$ cat src/hw/adc_regs_pkg.sv
/*
 * Shared constants and types of the converter register bank: selector
 * codes, reset values, configuration field layout, channel codes and the
 * conversion state encoding.
 * Assumes a single clock domain and a byte-level serial framer outside.
 */
`default_nettype none
package adc_regs_pkg;
	// Register selector codes (low two bits of the selector byte)
	localparam logic [1:0] SEL_RESULT = 2'h0;
	localparam logic [1:0] SEL_CONFIG = 2'h1;
	localparam logic [1:0] SEL_LOW    = 2'h2;
	localparam logic [1:0] SEL_HIGH   = 2'h3;
	localparam logic [1:0] SEL_RESET  = 2'h0;

	// Register values after reset
	localparam logic [15:0] RESULT_RESET = 16'h0000;
	localparam logic [15:0] CONFIG_RESET = 16'h8583;
	localparam logic [15:0] LOW_RESET    = 16'h8000;
	localparam logic [15:0] HIGH_RESET   = 16'h7FFF;

	// Configuration bit positions
	localparam int STATUS_BIT = 15;
	localparam int MODE_BIT   = 8;

	// Operating mode bit values
	localparam logic MODE_CONT   = 1'b0;
	localparam logic MODE_SINGLE = 1'b1;

	// Analog channel codes, ground as a fifth source
	localparam logic [2:0] CH_0   = 3'h0;
	localparam logic [2:0] CH_1   = 3'h1;
	localparam logic [2:0] CH_2   = 3'h2;
	localparam logic [2:0] CH_3   = 3'h3;
	localparam logic [2:0] CH_GND = 3'h4;

	// Byte position within a write transaction
	localparam logic [1:0] WR_PTR  = 2'h0;
	localparam logic [1:0] WR_MSB  = 2'h1;
	localparam logic [1:0] WR_LSB  = 2'h2;
	localparam logic [1:0] WR_DONE = 2'h3;

	// Configuration register layout, most significant field first
	typedef struct packed {
		logic       status;  // Status on read, start on write
		logic [2:0] pair;    // Input pair select
		logic [2:0] gain;    // Gain range select
		logic       mode;    // 0 continuous, 1 single-shot
		logic [2:0] rate;    // Sample rate select, 8 to 860 per second
		logic [4:0] comp;    // Comparator settings, stored only
	} config_t;

	// Positive and negative converter inputs
	typedef struct packed {
		logic [2:0] pos;
		logic [2:0] neg;
	} pair_t;

	// Conversion activity, Gray along idle, single, continuous
	typedef enum logic [1:0] {
		ST_IDLE   = 2'b00,
		ST_SINGLE = 2'b01,
		ST_CONT   = 2'b11
	} conv_state_t;
endpackage
`default_nettype wire

$ cat src/hw/adc_reg_bank.sv
/*
 * Register bank of a 16-bit converter: write-only selector, result,
 * configuration and two threshold registers, plus conversion start and
 * status tracking.
 * Assumes a serial framer delivering bytes and transaction starts, and an
 * analog core that takes a start pulse and returns a done pulse with data.
 */
// Functional notes
// - Four registers, chosen only by last selector
// - Selector 00 result, 01 config, 10/11 thresholds
// - Result is read-only signed 16-bit value
// - Result reads zero until first conversion ends
// - Configuration resets to 8583h
// - Start bit one launches conversion when idle
// - Start writes ignored while conversion runs
// - Status reads 0 busy, 1 idle
// - Bits 14:12 choose input pair, codes 4-7 single-ended to ground
// - Without multiplexer, always channel0 against channel1
// - Mode bit 0 continuous, 1 single-shot
// - Bits 7:5 select sample rate
`timescale 1ns/1ps
`default_nettype none
module adc_reg_bank
	import adc_regs_pkg::*;
#(
	parameter bit HAS_MUX = 1'b1  // Variant carries the input multiplexer
) (
	// Clock and synchronous active-low reset
	input  wire logic         CLOCK,
	input  wire logic         NRST,
	// Byte side of the serial framer
	input  wire logic         TXN_START,
	input  wire logic         WR_STB,
	input  wire logic [7:0]   WR_BYTE,
	input  wire logic         RD_STB,
	output var  logic [7:0]   RD_BYTE,
	output var  logic         RD_VALID,
	// Analog core side
	input  wire logic         CONV_DONE,
	input  wire logic [15:0]  CONV_DATA,
	output var  logic         CONV_START,
	output var  logic         CONV_BUSY,
	output var  pair_t        PAIR,
	output var  config_t      CONFIG
);

	// Maps the select code to the converter inputs
	function automatic pair_t decode_pair(input logic [2:0] code);
		pair_t p;
		p = '{pos: CH_0, neg: CH_1};
		if (HAS_MUX) begin
			case (code)
				3'h0: p = '{pos: CH_0, neg: CH_1};
				3'h1: p = '{pos: CH_0, neg: CH_3};
				3'h2: p = '{pos: CH_1, neg: CH_3};
				3'h3: p = '{pos: CH_2, neg: CH_3};
				default: p = '{pos: code - 3'h4, neg: CH_GND};
			endcase
		end
		return p;
	endfunction

	// Register state
	logic [1:0]  sel_q, sel_d;        // Register selector
	logic [1:0]  wcnt_q, wcnt_d;      // Byte position in write
	logic [7:0]  msb_q, msb_d;        // Held high byte of a write
	logic [15:0] result_q, result_d;  // Conversion result
	config_t     cfg_q, cfg_d;        // Configuration
	logic [15:0] low_q, low_d;        // Low threshold
	logic [15:0] high_q, high_d;      // High threshold
	conv_state_t state_q, state_d;    // Conversion activity
	logic        start_q, start_d;    // Start pulse to core
	logic        busy_q, busy_d;      // Busy mirror
	pair_t       pair_q, pair_d;      // Decoded input pair
	logic [15:0] word;                // Word completed by a write
	config_t     wcfg;                // Same word seen as configuration

	// Next values of the register file and conversion control
	always_comb begin
		sel_d    = sel_q;
		wcnt_d   = wcnt_q;
		msb_d    = msb_q;
		result_d = result_q;
		cfg_d    = cfg_q;
		low_d    = low_q;
		high_d   = high_q;
		state_d  = state_q;
		start_d  = 1'b0;
		word     = {msb_q, WR_BYTE};
		wcfg     = config_t'(word);
		// Finished conversion loads the result
		if (CONV_DONE) begin
			result_d = CONV_DATA;
			if (state_q == ST_SINGLE) begin
				state_d = ST_IDLE;
			end
		end
		// Write transaction bytes: selector, high, low
		if (TXN_START) begin
			wcnt_d = WR_PTR;
		end else if (WR_STB) begin
			case (wcnt_q)
				WR_PTR: begin
					sel_d  = WR_BYTE[1:0];
					wcnt_d = WR_MSB;
				end
				WR_MSB: begin
					msb_d  = WR_BYTE;
					wcnt_d = WR_LSB;
				end
				WR_LSB: begin
					wcnt_d = WR_DONE;
					case (sel_q)
						SEL_CONFIG: begin
							cfg_d        = wcfg;
							cfg_d.status = 1'b0;
							// Start only from power-down
							if (state_d == ST_IDLE) begin
								if (wcfg.mode == MODE_CONT) begin
									state_d = ST_CONT;
									start_d = 1'b1;
								end else if (wcfg.status) begin
									state_d = ST_SINGLE;
									start_d = 1'b1;
								end
							end else if (state_d == ST_CONT && wcfg.mode == MODE_SINGLE) begin
								// Current conversion finishes, then power-down
								state_d = ST_SINGLE;
							end
						end
						SEL_LOW:  low_d  = word;
						SEL_HIGH: high_d = word;
						default: ;  // Result is read-only
					endcase
				end
				default: ;  // Surplus bytes are dropped
			endcase
		end
		busy_d = (state_d != ST_IDLE);
		pair_d = decode_pair(cfg_d.pair);
	end

	// Register file and control flip-flops
	always_ff @(posedge CLOCK) begin
		if (!NRST) begin
			sel_q    <= SEL_RESET;
			wcnt_q   <= WR_PTR;
			msb_q    <= 8'h00;
			result_q <= RESULT_RESET;
			cfg_q    <= config_t'(CONFIG_RESET & 16'h7FFF);
			low_q    <= LOW_RESET;
			high_q   <= HIGH_RESET;
			state_q  <= ST_IDLE;
			start_q  <= 1'b0;
			busy_q   <= 1'b0;
			pair_q   <= '{pos: CH_0, neg: CH_1};
		end else begin
			sel_q    <= sel_d;
			wcnt_q   <= wcnt_d;
			msb_q    <= msb_d;
			result_q <= result_d;
			cfg_q    <= cfg_d;
			low_q    <= low_d;
			high_q   <= high_d;
			state_q  <= state_d;
			start_q  <= start_d;
			busy_q   <= busy_d;
			pair_q   <= pair_d;
		end
	end

	// Read path state
	logic [7:0]  rd_byte_q, rd_byte_d;  // Byte handed to the framer
	logic        rd_valid_q, rd_valid_d;  // Byte valid strobe
	logic        rd_lo_q, rd_lo_d;      // Next byte is the low byte
	logic [15:0] rword;                 // Selected register contents

	// Next read byte, high byte first
	always_comb begin
		rd_byte_d  = rd_byte_q;
		rd_valid_d = 1'b0;
		rd_lo_d    = rd_lo_q;
		case (sel_q)
			SEL_RESULT: rword = result_q;
			SEL_CONFIG: rword = {(state_q == ST_IDLE), cfg_q[14:0]};
			SEL_LOW:    rword = low_q;
			default:    rword = high_q;
		endcase
		if (TXN_START) begin
			rd_lo_d = 1'b0;
		end else if (RD_STB) begin
			rd_byte_d  = rd_lo_q ? rword[7:0] : rword[15:8];
			rd_valid_d = 1'b1;
			rd_lo_d    = ~rd_lo_q;
		end
	end

	// Read path flip-flops
	always_ff @(posedge CLOCK) begin
		if (!NRST) begin
			rd_byte_q  <= 8'h00;
			rd_valid_q <= 1'b0;
			rd_lo_q    <= 1'b0;
		end else begin
			rd_byte_q  <= rd_byte_d;
			rd_valid_q <= rd_valid_d;
			rd_lo_q    <= rd_lo_d;
		end
	end

	// Outputs straight from flip-flops
	assign RD_BYTE    = rd_byte_q;
	assign RD_VALID   = rd_valid_q;
	assign CONV_START = start_q;
	assign CONV_BUSY  = busy_q;
	assign PAIR       = pair_q;
	assign CONFIG     = cfg_q;
endmodule
`default_nettype wire

$ cat config.mk
export PLATFORM = sky130hd
export DESIGN_NAME = adc_reg_bank
export DESIGN_NICKNAME = d
export VERILOG_FILES = /design/src/hw/adc_regs_pkg.sv /design/src/hw/adc_reg_bank.sv
export SDC_FILE = /design/constraint.sdc
export NUM_CORES = 1
export LEC_CHECK = 0
export CAP_MARGIN = 20
export CORE_MARGIN = 2
export CORE_UTILIZATION = 35
export CTS_CLUSTER_SIZE = 20
export DETAILED_ROUTE_END_ITERATION = 8
export DONT_BUFFER_PORTS = 1
export GPL_ROUTABILITY_DRIVEN = 0
export GPL_TIMING_DRIVEN = 0
export PLACE_DENSITY_LB_ADDON = 0.08
export SKIP_CTS_REPAIR_TIMING = 1
export SLEW_MARGIN = 20
export SYNTH_ARGS = -nofsm -noshare
export SYNTH_HDL_FRONTEND = slang
export SYNTH_SLANG_ARGS = --single-unit
$ cat constraint.sdc
create_clock -name CLOCK -period 1.9 [get_ports CLOCK]
set_input_delay 0.38 -clock CLOCK [delete_from_list [all_inputs] [get_ports CLOCK]]
set_output_delay 0.38 -clock CLOCK [all_outputs]
set_load 0.1 [all_outputs]
# After elaboration in Yosys (flattened, before gate mapping)

Index checks and enable logic that the tools add are counted.

Add/subtract/negate cells: 1
$mul: 0
Div/mod/pow operators: 0
Order comparisons: 0
Equal/unequal tests: 10
Shift-type cells: 0
Multiplexer cells: 21
Bitwise gates (word level): 7
Reduce and logical (&&, ||, !) cells: 17

Operators by type and width:

| cell                                                             | number |
|---|---|
| 15-bit 2-to-1 mux                                                | 4 |
| 16-bit case mux with 3 select lines                              | 1 |
| 6-bit case mux with 4 select lines                               | 1 |
| 2-bit 2-to-1 mux                                                 | 10 |
| 4-bit AND reduction                                              | 3 |
| 2-bit == test (second input constant)                            | 4 |
| 2-bit logical NOT                                                | 4 |
| 8-bit 2-to-1 mux                                                 | 1 |
| 1-bit inverter                                                   | 7 |
| 2-bit by 1-bit == test with 1-bit output (second input constant) | 3 |
| 3-bit by 2-bit == test with 1-bit output (second input constant) | 2 |
| 2-bit case mux with 3 select lines                               | 1 |
| 3-bit AND reduction                                              | 2 |
| 6-bit OR reduction                                               | 1 |
| 2-bit AND reduction                                              | 2 |
| 3-bit by 1-bit == test with 1-bit output (second input constant) | 1 |
| 3-bit logical NOT                                                | 1 |
| 1-bit 2-to-1 mux                                                 | 3 |
| 3-bit nonzero test                                               | 1 |
| 3-bit subtractor (second input constant)                         | 1 |
| 2-bit nonzero test                                               | 1 |
| 2-bit OR reduction                                               | 1 |
| 1-bit logical AND                                                | 1 |

Flip-flop bits (word level): 95
Bits in latches: 0
Bits in writable memories: 0
Bits in read-only memories: 0
Input port bits: 30
Output and inout bits: 33
Word-level logic and storage cells: 75
Memories: 0

# Depth between registers and ports, before layout

Depth after elaboration: 12
Mapped depth: 8
Mapped depth without buffers: 6

# Least setup slack after synthesis

Ideal clock, no wire load.

Path type: register -> output
From: register, netlist name CONFIG[14]
To: output port PAIR[2] (netlist name)
Arrival time: 1.432 ns
Required time: 1.520 ns
Setup slack: 0.088 ns
Stages on the path, launching flop included: 2
Path buffers: 1
Cells stage by stage: dfxtp_1 buf_4

RTL lines:

| element   | line               | RTL |
|---|---|---|
| to (decl) | adc_reg_bank.sv:43 | `output var pair_t PAIR,` |

==> results.cfg <==
[worst_setup_path]
startpoint = CONFIG[14]$_SDFF_PN0_
path_buf_inv = 1
crit_family = flip-flops
crit_type = register to output port
crit_path_max_incr_delay_ps = 710
cp.required_ps = 1520
slowest_stage = dfxtp_2
worst_setup_path_end_kind = output port
worst-path-stages = 1
worstPathMaxFanout = 4
r2r_slack_ps = 100
cp_cell_sequence = buf_4
r2r_end = PAIR[3]$_SDFF_PN0_
endpoint = PAIR[2]
startpoint_type = register
cp_data_arrival_time_ps = 1460
reg2regPathDepth = 7
timing.rr.start = wcnt_q[0]$_SDFFE_PP0P_

[final_layout]
diodes = 0
syn_to_final_growth_pct = 14.5
fillers = 1157
drive_gt1_share_pct = 15.4
register_area_sq_um = 1880
design_area_sq_um = 4620
finalNetCount = 459
multi_input_area_sq_um = 1990
final_common_cell = dfxtp_1
layout_common_cells = dfxtp_1 (92), nand2_1 (75), nor2b_1 (36), mux2i_1 (36), nand3_1 (30)
utilization_pct = 40.8

[route]
drtIter0Drc = 155
vias = 2880
dr.pass1.iters = 4
post_drt_wl_per_cell_microns = 19.9
route.antenna.remaining_nets = 0
via_per_inst = 5.03
totalWireLength_microns = 11400
drc = 0

[sta]
drv_slew = 0
timing.final.crit_share_pct = 97.1
hold_ws_ps = 156
tightest_slew_ps = 1090
skew_ps = 6.40
setup_viol_count_final = 0
rsz0062_at_grt = no
hold_viol = 0
max_slew_margin_pct = 27.3
setup_ws_ps = 55.6
min_period_ps = 1840
fmax_mhz = 542

[clocking]
clkSinkCount = 94
cts_tree = done
path_clk_slew_ps = 70
insertion_delay_ps = 350
cts_buffers = 9
h-tree-depth = 3
cts_buffer_depth = 2
root_buffer = clkbuf_16

[global_routing]
top_usage_layer = met2
met3_usage_pct = 4.08
grtUsageTotal_pct = 19.1
grt_use_met2_pct = 29.4
grt_use_met1_pct = 26.1
grt_pass1_vias = 2823
grt_max_degree = 15
gr-total-overflow = 0
grt_first_pass_wirelength_microns = 17500
antenna_found_initial = 0

[die]
core_region_area_sq_um = 11300
die_h_microns = 111
dieArea_sq_um = 12400
rows = 39
ios = 63
start_util_pct = 35.6
die_w_microns = 111

[outcome]
status = finished clean

[yosys]
synth_area_per_cell_sq_um = 9.96
synthFlopType = dfxtp_1
ys_seq_area_share_pct = 46.7
synth_edf_count = 0
synth-seq-cells = 94
netlist_area_sq_um = 4030
netlist-cell-type-count = 37
yosysWarningCount = 0
async_flop_share_pct = 0
synthCells = 405

[placed_design]
pre_cts_slack_ps = -194
hpwl_microns = 7950
post_dp_cell_area_sq_um = 4220
numPortBuffers = 0

[power]
vdd_drop_max_mv = 0.495
p_per_area_nw_per_um2 = 925
total_power_mw = 4.27
power.leakage_nw = 1.74

[hold_path]
hp-class = input pin to register

[run]
cap_violations = 0
## where the power goes
| part | leakage, nW | switching, mW | total [mW] | internal [mW] |
|---|---|---|---|---|
| clock | 0.152 | 0.781 | 1.87 | 1.09 |
| combinational | 0.822 | 0.143 | 0.259 | 0.115 |
| sequential | 0.765 | 0.132 | 2.14 | 2.01 |
## worst min-delay path by stage
stage | start | to | slack, ps | cells after the start
after CTS | WR_BYTE[7] | CONFIG[7]$_SDFFE_PN1P_ | 150 | 2
after detailed placement | high_q[9]$_SDFFE_PN1P_ | high_q[9]$_SDFFE_PN1P_ | 460 | 2
after floorplan | high_q[0]$_SDFFE_PN1P_ | high_q[0]$_SDFFE_PN1P_ | 440 | 2
after global placement | high_q[9]$_SDFFE_PN1P_ | high_q[9]$_SDFFE_PN1P_ | 440 | 2
final | WR_BYTE[0] | CONFIG[0]$_SDFFE_PN1P_ | 160 | 2
after global routing | WR_BYTE[3] | high_q[3]$_SDFFE_PN1P_ | 160 | 2
## Yosys cell counts (6+ instances only)
master | count | area (sq um)
nand2_1 | 76 | 285
nor2_1 | 13 | 48.8
mux2i_1 | 36 | 360
o21ai_0 | 8 | 40.0
nand3_1 | 30 | 150
buf_4 | 6 | 45.0
nor2b_1 | 36 | 225
mux4_2 | 16 | 360
a21boi_0 | 19 | 143
buf_2 | 6 | 30.0
o22ai_1 | 8 | 50.1
dfxtp_1 | 94 | 1880
clkbuf_1 | 15 | 56.3
## cell type report
| class | instances | share of cell area (%) |
|---|---|---|
| Buffer | 30 | 3.90 |
| Clock inverter | 4 | 0.976 |
| Sequential cell | 94 | 40.8 |
| Tap cell | 143 | 3.88 |
| Multi-Input combinational cell | 276 | 43.2 |
| Clock buffer | 12 | 5.56 |
| Inverter | 5 | 0.407 |
| Timing Repair Buffer | 8 | 1.30 |
## state kept, by name (all words and copies together) (netlist names), 2 cells and up
signal and cells:
high_q 16, low_q 16, result_q 16, CONFIG 15, RD_BYTE 8, msb_q 8, PAIR 5, sel_q 2
state_q 2, wcnt_q 2
## logic make-up after synthesis
kind of cell,Yosys count,synth area share (%)
simple gates,170,20.6
flops,94,46.7
mux,54,18.7
compound gates,44,7.48
buf+inv,36,4.68
fa+ha+maj,5,1.55
other cells,1,0.0930
xor+xnor,1,0.217
## routing by layer
metal,part of all wire [%],vias to the layer above
met2,46,69
met5,0,-
li1,-,1423
met1,46,1374
met4,1.8,0
met3,5.7,14
## worst reg2reg max path, delay by kind of cell, from the launching register on
kind	cells	cell delay (ps)
fa+ha+maj	1	200
buf+inv	2	210
flops	1	350
mux	2	570
simple gates	2	370
## through the flow
| stage | cells | setup TNS [ps] |
|---|---|---|
| 2_1_floorplan | 406 | 0 |
| 3_3_place_gp | 549 | -1990 |
| 3_5_place_dp | 549 | -1900 |
| 4_1_cts | 565 | -2490 |
| 5_1_grt | 572 | 0 |
| 6_report | 572 | 0 |
(Power assumes the default switching activity.)
